[config.mk]
export PLATFORM = sky130hd
export DESIGN_NAME = gioc_regs
export DESIGN_NICKNAME = d
export VERILOG_FILES = /design/src/verilog/gioc_regs.v
export VERILOG_INCLUDE_DIRS = /design/src /design/src/verilog
export SDC_FILE = /design/constraint.sdc
export NUM_CORES = 1
export LEC_CHECK = 0
export ABC_AREA = 1
export BUFFER_PORTS_ARGS = -buffer_cell sky130_fd_sc_hd__buf_2
export CAP_MARGIN = 10
export CORE_ASPECT_RATIO = 1.75
export CORE_MARGIN = 2
export CORE_UTILIZATION = 37
export DETAILED_ROUTE_END_ITERATION = 8
export GPL_TIMING_DRIVEN = 0
export PLACE_DENSITY_LB_ADDON = 0.05
export SLEW_MARGIN = 20
export SYNTH_ARGS = -nofsm -noshare
export SYNTH_HDL_FRONTEND = slang
export SYNTH_SLANG_ARGS = --single-unit
[constraint.sdc]
create_clock -name sys_clk -period 1.37 [get_ports sys_clk]
set_clock_uncertainty 0.05 [all_clocks]
set_input_delay 0.411 -clock sys_clk [delete_from_list [all_inputs] [get_ports sys_clk]]
set_output_delay 0.411 -clock sys_clk [all_outputs]
set_load 0.01 [all_outputs]
[src/verilog/gioc_map.vh]
/*
 * Register map, field positions and reset values of the global I/O control bank.
 * Assumes a 32-bit APB slave; offsets are byte addresses scaled from register indices.
 */
`ifndef GIOC_MAP_VH
`define GIOC_MAP_VH

// Register indices as printed; byte address is four times the index
`define GIOC_IDX_SERIAL    12'h100
`define GIOC_IDX_OUTCLK    12'h103
`define GIOC_ADDR_SERIAL   14'h0400
`define GIOC_ADDR_OUTCLK   14'h040c
`define GIOC_ADDR_IDX_HI   13
`define GIOC_ADDR_IDX_LO   2

// Read data assembly
`define GIOC_WORD_PAD      24'h00_0000
`define GIOC_WORD_ZERO     32'h0000_0000

// Serial I/O control fields
`define GIOC_SER_RESET     8'h42
`define GIOC_SER_PRE_SUP   2
`define GIOC_SER_AUTO_EDGE 1
`define GIOC_SER_MAN_EDGE  0
`define GIOC_SER_HI        7
`define GIOC_SER_LO        0

// Output clock control fields
`define GIOC_CLK_RESET     5'h02
`define GIOC_CLK_HI        4
`define GIOC_CLK_LO        0
`define GIOC_CLK_RSVD      2'h0
`define GIOC_CLK_RDY       7
`define GIOC_CLK_SRC_HI    4
`define GIOC_CLK_SRC_LO    2
`define GIOC_CLK_EN        1
`define GIOC_CLK_FREQ      0
`define GIOC_SRC_XTAL      3'h0
`define GIOC_SRC_LAST      3'h5
`define GIOC_SRC_FIRST     3'h1

// Serial clock rate threshold for automatic edge choice
`define GIOC_FAST_MHZ      25
`define GIOC_SYS_MHZ       100
`define GIOC_FAST_PERIOD   8'h04
`define GIOC_PERIOD_NONE   8'h00

`endif

[src/verilog/gioc_regs.v]
/*
 * Global I/O control register bank: serial interface options and the sync clock
 * output selection. Assumes an APB master on sys_clk, a measured serial clock
 * period from the serial front end, and per-port recovered clock ready levels.
 */
`timescale 1ns/1ps
`default_nettype none
`include "gioc_map.vh"

// Behaviour
// - Preamble suppression 0: management commands need the full preamble.
// - Preamble suppression 1: management commands answered even without preamble.
// - Preamble suppression affects only the MDIO link, never SPI or I2C.
// - Automatic edge: rising at serial clock 25 MHz or faster, else falling.
// - Automatic bit 1 ignores manual bit; automatic 0 uses manual bit.
// - Manual edge 0 falling, 1 rising; resets to 0.
// - Read-only bit 7 reports the selected recovered clock ready.
// - Source field 4:2: 0 crystal, 1 to 5 port recovered clocks.
// - Sync clock output driven only while enabled; frequency 0 25 MHz, 1 125 MHz.
module gioc_regs
(
	// Clock and reset
	input  wire        sys_clk,
	input  wire        sys_rst,
	// APB slave
	input  wire        psel,
	input  wire        penable,
	input  wire        pwrite,
	input  wire [13:0] paddr,
	input  wire [31:0] pwdata,
	output reg  [31:0] prdata,
	output reg         pready,
	output reg         pslverr,
	// Serial front end status
	input  wire        mgmtIsMdio,
	input  wire        preambleSeen,
	input  wire [7:0]  serialClkPeriod,
	input  wire [4:0]  portClockReady,
	// Serial front end controls
	output reg         mgmtCmdAccept,
	output reg         spiOutRisingEdge,
	// Sync clock output controls
	output reg  [2:0]  syncClockSource,
	output reg         syncClockOutEnable,
	output reg         syncClockFast
);

	// Register state
	reg  [7:0]  serialCtrl;
	reg  [4:0]  outClkCtrl;
	reg         clockReady;
	reg  [1:0]  busPhase;
	// Next values
	reg  [7:0]  next_serialCtrl;
	reg  [4:0]  next_outClkCtrl;
	reg         next_clockReady;
	reg  [1:0]  next_busPhase;
	reg  [31:0] next_prdata;
	reg         next_pready;
	reg         next_pslverr;
	reg         next_mgmtCmdAccept;
	reg         next_spiOutRisingEdge;
	reg  [2:0]  next_syncClockSource;
	reg         next_syncClockOutEnable;
	reg         next_syncClockFast;
	// Decoded bus events, register fields and edge choice
	wire        setup;
	wire        access;
	wire        writeStrobe;
	wire        hitSerial;
	wire        hitOutClk;
	wire        hitAny;
	wire [2:0]  srcField;
	wire [2:0]  srcLegal;
	wire        autoRising;
	wire [7:0]  serialView;
	wire [7:0]  outClkView;

	// Bus phase tracker states
	localparam [1:0] PH_IDLE   = 2'h0;
	localparam [1:0] PH_ACCESS = 2'h1;

	// Source code reduced to a legal selection
	function [2:0] legalSource;
		input [2:0] code;
		begin
			if (code > `GIOC_SRC_LAST)
			begin
				legalSource = `GIOC_SRC_XTAL;
			end
			else
			begin
				legalSource = code;
			end
		end
	endfunction

	// Word index match on the byte address
	function indexHit;
		input [13:0] addr;
		input [11:0] index;
		begin
			indexHit = (addr[`GIOC_ADDR_IDX_HI:`GIOC_ADDR_IDX_LO] == index);
		end
	endfunction

	// Ready level behind a legal source code; the crystal counts as ready
	function portReady;
		input [2:0] code;
		input [4:0] ready;
		begin
			case (code)
				`GIOC_SRC_XTAL:
					portReady = 1'b1;
				default:
					portReady = ready[code - `GIOC_SRC_FIRST];
			endcase
		end
	endfunction

	// Bus decode
	// Low address bits are ignored, so any byte lane of a word hits it
	assign setup       = psel && !penable;
	assign access      = psel && penable && (busPhase == PH_ACCESS);
	assign writeStrobe = access && pwrite;
	assign hitSerial   = indexHit(paddr, `GIOC_IDX_SERIAL);
	assign hitOutClk   = indexHit(paddr, `GIOC_IDX_OUTCLK);
	assign hitAny      = hitSerial || hitOutClk;

	// Field decode
	// Reserved codes stay readable as written; only the output source and the ready bit fall back
	assign srcField   = outClkCtrl[`GIOC_CLK_SRC_HI:`GIOC_CLK_SRC_LO];
	assign srcLegal   = legalSource(srcField);
	assign serialView = serialCtrl;
	assign outClkView = {clockReady, `GIOC_CLK_RSVD, outClkCtrl};
	// Period in sys_clk cycles; 4 cycles at 100 MHz is 25 MHz
	// Zero means not yet measured and counts as slow, the safer edge
	// A clock near the threshold may toggle the edge; the front end
	// should only apply a change between transfers
	assign autoRising = (serialClkPeriod != `GIOC_PERIOD_NONE) &&
		(serialClkPeriod <= `GIOC_FAST_PERIOD);

	// Bus phase: an access phase always follows the setup cycle by one edge
	always @*
	begin
		next_busPhase = PH_IDLE;
		case (busPhase)
			PH_IDLE:
			begin
				if (setup)
				begin
					next_busPhase = PH_ACCESS;
				end
			end
			PH_ACCESS:
			begin
				if (setup)
				begin
					next_busPhase = PH_ACCESS;
				end
			end
			default:
			begin
				next_busPhase = PH_IDLE;
			end
		endcase
	end

	// Bus response: one wait-free access phase per transfer
	// Read data is captured at setup so it stands through the access phase
	always @*
	begin
		next_pready  = setup;
		next_pslverr = setup && !hitAny;
		next_prdata  = prdata;
		if (setup && !pwrite)
		begin
			if (hitSerial)
			begin
				next_prdata = {`GIOC_WORD_PAD, serialView};
			end
			else if (hitOutClk)
			begin
				next_prdata = {`GIOC_WORD_PAD, outClkView};
			end
			else
			begin
				next_prdata = `GIOC_WORD_ZERO;
			end
		end
	end

	// Register writes land at the access edge; unmapped writes are dropped
	always @*
	begin
		next_serialCtrl = serialCtrl;
		next_outClkCtrl = outClkCtrl;
		if (writeStrobe && hitSerial)
		begin
			next_serialCtrl = pwdata[`GIOC_SER_HI:`GIOC_SER_LO];
		end
		if (writeStrobe && hitOutClk)
		begin
			next_outClkCtrl = pwdata[`GIOC_CLK_HI:`GIOC_CLK_LO];
		end
	end

	// Only the MDIO link looks at the preamble setting
	always @*
	begin
		if (!mgmtIsMdio)
		begin
			next_mgmtCmdAccept = 1'b1;
		end
		else if (serialCtrl[`GIOC_SER_PRE_SUP])
		begin
			next_mgmtCmdAccept = 1'b1;
		end
		else
		begin
			next_mgmtCmdAccept = preambleSeen;
		end
	end

	// SPI data-out edge, automatic or manual
	always @*
	begin
		if (serialCtrl[`GIOC_SER_AUTO_EDGE])
		begin
			next_spiOutRisingEdge = autoRising;
		end
		else
		begin
			next_spiOutRisingEdge = serialCtrl[`GIOC_SER_MAN_EDGE];
		end
	end

	// Sync clock output selection and recovered clock status
	always @*
	begin
		next_syncClockSource    = srcLegal;
		next_syncClockOutEnable = outClkCtrl[`GIOC_CLK_EN];
		next_syncClockFast      = outClkCtrl[`GIOC_CLK_FREQ];
		next_clockReady         = portReady(srcLegal, portClockReady);
	end

	// Bus phase tracker
	always @(posedge sys_clk)
	begin
		if (sys_rst)
		begin
			busPhase <= PH_IDLE;
		end
		else
		begin
			busPhase <= next_busPhase;
		end
	end

	// Bus response registers
	always @(posedge sys_clk)
	begin
		if (sys_rst)
		begin
			pready  <= 1'b0;
			pslverr <= 1'b0;
			prdata  <= `GIOC_WORD_ZERO;
		end
		else
		begin
			pready  <= next_pready;
			pslverr <= next_pslverr;
			prdata  <= next_prdata;
		end
	end

	// Serial I/O control register
	always @(posedge sys_clk)
	begin
		if (sys_rst)
		begin
			serialCtrl <= `GIOC_SER_RESET;
		end
		else
		begin
			serialCtrl <= next_serialCtrl;
		end
	end

	// Output clock control register
	always @(posedge sys_clk)
	begin
		if (sys_rst)
		begin
			outClkCtrl <= `GIOC_CLK_RESET;
		end
		else
		begin
			outClkCtrl <= next_outClkCtrl;
		end
	end

	// Management command gate
	always @(posedge sys_clk)
	begin
		if (sys_rst)
		begin
			mgmtCmdAccept <= 1'b0;
		end
		else
		begin
			mgmtCmdAccept <= next_mgmtCmdAccept;
		end
	end

	// SPI data-out edge
	always @(posedge sys_clk)
	begin
		if (sys_rst)
		begin
			spiOutRisingEdge <= 1'b0;
		end
		else
		begin
			spiOutRisingEdge <= next_spiOutRisingEdge;
		end
	end

	// Sync clock controls; they follow a register write by one edge
	always @(posedge sys_clk)
	begin
		if (sys_rst)
		begin
			syncClockSource    <= `GIOC_SRC_XTAL;
			syncClockOutEnable <= 1'b0;
			syncClockFast      <= 1'b0;
			clockReady         <= 1'b0;
		end
		else
		begin
			syncClockSource    <= next_syncClockSource;
			syncClockOutEnable <= next_syncClockOutEnable;
			syncClockFast      <= next_syncClockFast;
			clockReady         <= next_clockReady;
		end
	end

endmodule
`default_nettype wire

### Word-level counts from Yosys, hierarchy flattened

Cells that the tools add are included.
Widths: inputs -> output; s select.

| operators by class | value |
|---|---|
| reduce and logical (&&, ||, !) cells | 18 |
| add/sub/neg operators | 1 |
| bitwise logic cells | 1 |
| multiplexer cells | 10 |
| eq/ne operators | 3 |
| order comparisons | 3 |

Operators with widths:

| operator | number |
|---|---|
| $eq 12x9->1 const B | 2 |
| $mux 8 | 2 |
| $logic_and 1x1->1 | 9 |
| $le 8x3->1 const B | 1 |
| $reduce_bool 8->1 | 1 |
| $mux 1 | 6 |
| $lt 3x4->1 const B | 1 |
| $reduce_or 2->1 | 2 |
| $bmux 1 s3 | 1 |
| $gt 3x3->1 const B | 1 |
| $logic_not 1->1 | 3 |
| $logic_not 3->1 | 1 |
| $mux 3 | 1 |
| $sub 3x1->3 const B | 1 |
| $eq 2x1->1 const B | 1 |
| $logic_not 2->1 | 1 |
| $logic_or 1x1->1 | 1 |
| $not 1->1 | 1 |

| word-level totals | value |
|---|---|
| output and inout bits | 41 |
| input port bits | 66 |
| logic and storage cells | 48 |
| register bits after elaboration | 57 |

### Depth between registers and ports, before layout

Gate-level depths: netlist of the first run.

| depth | value |
|---|---|
| word-level depth | 6 |
| depth in mapped cells | 9 |
| gate-level depth less buffers | 8 |

### Worst setup path after synthesis of the first run

OpenSTA, ideal clock, no wires.

| timing | value |
|---|---|
| path kind | input to register |
| from | input port paddr[2] |
| to | register serialCtrl[1] |
| arrival | 1.207 ns |
| data required time | 1.199 ns |
| cell stages on the path | 6 |
| setup slack | -0.008 ns |
| setup time | 0.121 ns |
| cell sequence | or2_4 > nor2_8 > nand3_4 > buf_6 > nand2_1 > nand3_1 |

| on the way | value |
|---|---|
| word-level cells in the longest chain between the ends | 2 |

RTL lines:

| item | line | source |
|---|---|---|
| start: declaration | gioc_regs.v:29 | `input wire [13:0] paddr,` |
| $eq 12x9->1 | gioc_regs.v:103 | `` indexHit = (addr[`GIOC_ADDR_IDX_HI:`GIOC_ADDR_IDX_LO] == index); `` |
| $logic_and 1x1->1 | gioc_regs.v:198 | `if (writeStrobe && hitSerial)` |
| end signal: assignment | gioc_regs.v:282 | `` serialCtrl <= `GIOC_SER_RESET; `` |
| end signal: assignment | gioc_regs.v:286 | `serialCtrl <= next_serialCtrl;` |
| end: declaration | gioc_regs.v:49 | `reg [7:0] serialCtrl;` |

Every way passes these cells.
A chain may end at the register's enable or synchronous reset.

### Final worst setup path of the first run

| timing | value |
|---|---|
| from | input port paddr[11] |
| to | register prdata[7] |

| on the way | value |
|---|---|
| word-level cells in the longest chain between the ends | 3 |

RTL lines:

| item | line | source |
|---|---|---|
| $eq 12x9->1 | gioc_regs.v:103 |  |
| $mux 8 | gioc_regs.v:182 | `else if (hitOutClk)` |
| $mux 8 (*) | gioc_regs.v:178 | `if (hitSerial)` |
| end signal: assignment | gioc_regs.v:267 | `` prdata <= `GIOC_WORD_ZERO; `` |
| end signal: assignment | gioc_regs.v:273 | `prdata <= next_prdata;` |
| end: declaration | gioc_regs.v:31 | `output reg [31:0] prdata,` |

Every way passes the cells marked *; elsewhere a longest branch is shown, timed or not.

==> metrics.yaml, run 1 <==
timing:
  hold_viol_final: 0
  fin_crit_ps: 1260
  rsz0062_at_grt: "yes"
  period_share: 0.921
  finalSetupTns_ps: 0
  hold_ws_ps: 259
  finalSetupViolCount: 0
  timing.final.ws_setup_ps: 108
  drv_slew: 0
  fmax_ghz: 0.792
placed_design:
  placed_cells: 351
  place.gp.congestion: 0.819
  io_buffers: 55
  dpl.hpwl_um: 2810
  postPlaceCellArea_mm2: 0.00203
  dp_slack_ps: -440
min_path:
  hp-class: "in -> reg"
  min-delay-start: "mgmtIsMdio"
clocking:
  clk_path_buf_depth: 2
  cts_tree: "done"
  cts_root_buf: "clkbuf_8"
  clk_latency_ps: 280
  cts_buffers: 5
  clk_pin_slew_ps: 60
  htreeDepth: 2
  clock_sinks: 31
die:
  ioPinCount: 107
  core_mm2: 0.00415
  rows: 31
  start_util: 0.387
  die_area_mm2: 0.00490
  dieWidth_um: 53.8
  dieHeight_um: 91.1
synthesis:
  yosysSeqAreaShare: 0.387
  yosysWarnings: 0
  ys_seq_elements: 31
  syn_area_per_cell_um2: 7.17
  syn-cell-area_mm2: 0.00161
  ys_types: 26
  synthCells: 224
setup_path:
  worstPathRequired_ps: 1550
  r2r-start: "pready"
  cp-startpoint: "paddr[11]"
  cp.arrival_ps: 1440
  endpoint_kind: "flip-flop"
  regToRegSetupSlack_ps: 120
  cp-start-kind: "input port"
  critPathKind: "in -> reg"
  cp_max_fo: 10
layout:
  n_antenna_cell: 0
  final_cells: 368
  fin_util: 0.528
  design_area_mm2: 0.00219
  fillerInstances: 447
  area_growth_pct: 36.6
  register_area_um2: 621
  layout-drive-gt1-share: 0.345
  nets: 384
  multi_input_area_um2: 779
routing:
  via_per_inst: 4.31
  vias: 1585
  ant_nets: 0
  drcViolationCount: 0
  wire_per_inst_um: 9.96
  drt_iter0_drc: 34
  firstDrtPassIters: 4
  drt-total-wl_um: 3670
pwr:
  powerDensity_mw_per_mm2: 850
  p_leak_nw: 1.25
  vdd.ir_drop.worst_mv: 0.794
  p_total_mw: 1.86
global_routing:
  grt_pass1_vias: 1225
  grt_overflow: 0
  antenna_found_initial: 0
  grt_pass1_wl_um: 5510
  grt_max_degree: 11
  grt_usage: 0.155
run_status:
  status: "finished clean"
job:
  max_cap_violations: 0
[cells by family after synthesis]
group / share of synthesized area
simple gates: 0.355
compound gates: 0.0592
buf+inv: 0.191
other cells: 0.00234
xor+xnor: 0.00546
flops: 0.387
[layout make-up]
class | instances | area share
Multi-Input combinational cell | 163 | 0.356
Sequential cell | 31 | 0.283
Timing Repair Buffer | 64 | 0.156
Buffer | 30 | 0.100
Inverter | 23 | 0.0394
Clock buffer | 7 | 0.0348
Tap cell | 49 | 0.0280
Clock inverter | 1 | 0.00228
[critical path, stage by stage]
cell	delay, ps
buf_2	100
nor2_1	90
nand2_1	90
nor2_4	230
buf_4	220
nand3_1	100
nand3_1	100
nand2_1	60
inv_1	40
[cells in the final DEF, fill, tap and decap left out, types with 5 or more instances in the layout]
master / count
buf_2: 57
nand2_1: 47
nor2_1: 35
buf_4: 34
dfxtp_1: 31
nand3_1: 24
conb_1: 24
inv_1: 23
a21oi_1: 7
o21a_1: 6
clkbuf_8: 5
[report_power, final]
part	total, mW	internal, mW	leakage (nW)	switching [mW]
Combinational	0.259	0.132	0.952	0.127
Clock	0.677	0.355	0.0422	0.322
Sequential	0.927	0.920	0.252	0.00641
Total	1.86	1.41	1.25	0.455
[timing repair]
item | CTS | global route
pin swaps | 0 | 1
gates resized for setup | 1 | 2
setup endpoints to repair | 8 | 20
buffers inserted | 0 | 9
hold buffers | 0 | 0
[worst paths after layout]
| check | to | cells past startpoint |
|---|---|---|
| hold / removal | mgmtCmdAccept | 2 |
| setup reg to reg | serialCtrl[1] | 6 |
| hold reg to reg | syncClockOutEnable | 2 |
| setup / recovery | prdata[7] | 9 |
[synth_stat cells]
cell / count / area share
nand3_1: 24 / 0.075
nor2_1: 36 / 0.084
xnor2_1: 1 / 0.0055
inv_1: 23 / 0.054
nand3_4: 1 / 0.011
a21oi_1: 7 / 0.022
buf_2: 2 / 0.0062
buf_4: 25 / 0.12
nor2_4: 2 / 0.014
buf_6: 1 / 0.0070
or2_2: 1 / 0.0039
nor3b_1: 1 / 0.0047
nand4_1: 2 / 0.0078
nor3_1: 1 / 0.0031
nor2_8: 1 / 0.012
nand2_2: 2 / 0.0078
conb_1: 1 / 0.0023
nand3_2: 1 / 0.0062
nand2_1: 47 / 0.11
nand3b_1: 1 / 0.0047
o21ai_0: 3 / 0.0094
or2_4: 2 / 0.011
o21a_1: 6 / 0.028
dfxtp_1: 31 / 0.39
clkbuf_4: 1 / 0.0047
clkbuf_1: 1 / 0.0023
[flip-flops by register name, summed over array words and instances (netlist names)]
| register | cells |
|---|---|
| syncClockFast | 1 |
| pslverr | 1 |
| spiOutRisingEdge | 1 |
| mgmtCmdAccept | 1 |
| syncClockOutEnable | 1 |
| pready | 1 |
| clockReady | 1 |
| prdata | 8 |
| syncClockSource | 3 |
| outClkCtrl | 5 |
| serialCtrl | 8 |
[layer usage]
layer / vias to the layer above / wire length [um] / global-route usage
met3: 7 / 314 / 0.0378
met4: 0 / 78 / 0.0705
met5: - / 0 / 0
met1: 670 / 1310 / 0.157
li1: 836 / - / -
met2: 72 / 1960 / 0.279
Note: power is estimated with default switching activity, not from simulation.
==> inputs of run 2 (changes only) <==
REMOVE_ABC_BUFFERS = 1   (was not set)
==> run 2 against run 1 <==
Against the previous run: largest cell class unchanged; die area is the same; combinational power shrank 23%; power shrank 5.0%; setup slack lost 13 ps; maximum frequency shrank 1.0%; via count shrank 9.1%; non-clock buffer count shrank 36; wire length shrank 5.4%.
==> metrics.yaml, run 2 (same netlist as run 1, synthesis figures left out) <==
run_status:
  status: "finished clean"
routing:
  drcViolationCount: 0  # unchanged
  vias: 1440  # -9.1%
  firstDrtPassIters: 4  # unchanged
  via_per_inst: 4.35  # +1.0%
  drt-total-wl_um: 3470  # -5.4%
  drt_iter0_drc: 21  # -38%
  ant_nets: 0  # unchanged
  wire_per_inst_um: 10.5  # +5.1%
setup_path:
  cp_top_family: "simple AND/OR/NAND/NOR gates"
  worstPathRequired_ps: 1490  # -60 ps
  cp_slowest_stage_delay_ps: 260  # +30 ps
  cp-start-kind: "input port"
  r2r_cells: 5  # -1
  timing.critical_path.buf_inv: 1  # -2
  crit_cells: 6  # -3
  cp.arrival_ps: 1390  # -50 ps
  crit_chain: "buf_2 -> or2_4 -> nor2_8 -> nand3_2 -> nor2_1 -> nor2_1"
  cp_common_cell: "nor2_1"
  critPathKind: "in -> reg"
  slowest_stage: "or2_4"
  cp_max_fo: 11  # +1
  endpoint_kind: "flip-flop"
placed_design:
  dpl.hpwl_um: 2550  # -9.0%
  place.gp.congestion: 0.746  # -8.9%
  postPlaceCellArea_mm2: 0.00181  # -11%
  io_buffers: 56  # +1.8%
die:
  ioPinCount: 107  # unchanged
  die_area_mm2: 0.00490  # unchanged
  dieWidth_um: 53.8  # unchanged
  core_mm2: 0.00415  # unchanged
  dieHeight_um: 91.1  # unchanged
  start_util: 0.387  # unchanged
  rows: 31  # unchanged
job:
  max_cap_violations: 0  # unchanged
timing:
  fin_crit_ps: 1270  # +12.8 ps
  drv_slew: 0  # unchanged
  hold_viol_final: 0  # unchanged
  rsz0062_at_grt: "no"
  hold_ws_ps: 269  # +9.75 ps
  fmax_ghz: 0.784  # -1.0%
  finalSetupViolCount: 0  # unchanged
  period_share: 0.931  # +0.00933
  finalSetupTns_ps: 0  # unchanged
clocking:
  clk_latency_ps: 280  # about the same
  cts_buffers: 5  # unchanged
  cts_root_buf: "clkbuf_8"
  clk_path_buf_depth: 2  # unchanged
  htreeDepth: 2  # unchanged
  clock_sinks: 31  # unchanged
  clk_pin_slew_ps: 60  # about the same
  cts_tree: "done"
pwr:
  powerDensity_mw_per_mm2: 918  # +8.0%
  vdd.ir_drop.worst_mv: 0.753  # -5.2%
  p_leak_nw: 1.05  # -16%
layout:
  final_common_cell: "buf_2"
  area_growth_pct: 20.2
  reg_top3: "prdata (8), serialCtrl (8), outClkCtrl (5)"
  n_antenna_cell: 0  # unchanged
  nets: 349  # -9.1%
  most-common-layout-cells: "buf_2 (56), nand2_1 (47), nor2_1 (35), dfxtp_1 (31)"
  layout-drive-gt1-share: 0.270  # -0.0753
  fillerInstances: 463  # +3.6%
  design_area_mm2: 0.00193  # -12%
min_path:
  hp-class: "in -> reg"
  hold_path_depth: 2  # unchanged
global_routing:
  grt_pass1_wl_um: 5580  # +1.4%
  grt_usage: 0.153  # -0.00223
  grt_pass1_vias: 1267  # +3.4%
  grt_max_degree: 22  # +11
  grt_overflow: 0  # unchanged
  antenna_found_initial: 0  # unchanged
-- run 2: cell count changes in the layout (fill, tap and decap cells not counted) --
cell,change
nand3_2,+1
buf_6,-1
clkbuf_4,-1
buf_4,-32
clkinv_2,-1
clkinvlp_4,+1
clkbuf_1,-2
inv_1,-1
buf_2,-1
-- run 2: path summary, 6_finish.rpt --
path,from,endpoint,slack [ps]
hold / removal,mgmtIsMdio,mgmtCmdAccept,270
hold reg to reg,outClkCtrl[1],syncClockOutEnable,400
setup reg to reg,pready,serialCtrl[7],140
setup / recovery,paddr[2],serialCtrl[7],100
-- run 2: per-layer routing --
metal  routed length [um]  share of wire  track usage  vias up
met4                   59          0.017       0.0705        0
met5                    0              0            0        -
li1                     -              -            -      764
met2                 1770           0.51        0.249       44
met3                  240          0.069       0.0428        4
met1                 1400           0.40        0.177      628
-- run 2: per-stage QoR --
stage,utilization,worst slack (ps),std cells,power (mW)
floorplan,-,-72.0,217,1.05
detailed placement,0.437,-547,322,1.14
global placement,0.437,-542,322,1.14
global route,0.465,8.58,331,1.86
finish,0.465,95.0,331,1.77
CTS,0.459,22.4,330,1.80
-- run 2: report_power, final --
group | internal [mW] | switching [mW] | total [mW] | leakage [nW]
Combinational | 0.0812 | 0.118 | 0.199 | 0.756
Clock | 0.338 | 0.307 | 0.645 | 0.0371
Sequential | 0.920 | 0.00608 | 0.927 | 0.252
-- run 2: worst register-to-register path: stages, from the launching register on --
cell and delay, ps:
dfxtp_1 330, nand4_1 100, inv_1 220, nand3_2 230, nor2_1 140, nor2_1 50
-- run 2: cell type report --
type                    instances  area, um^2  share of cell area
well taps                      49        61.3              0.0318
clock buffers                   6        72.6              0.0376
inverters                      23        90.1              0.0467
repair buffers                 58         295               0.153
flip-flops and latches         31         621               0.322
multi-input cells             164         790               0.409
-- run 2: repair_timing --
item | 4_1_cts | 5_1_grt
hold buffers | 0 | 0
pin swaps | 1 | 2
endpoints found under the hold margin | 0 | 0
gates resized for setup | 1 | 3
cloned | 0 | 1
buffers inserted | 2 | 0
setup endpoints to repair | 21 | 20
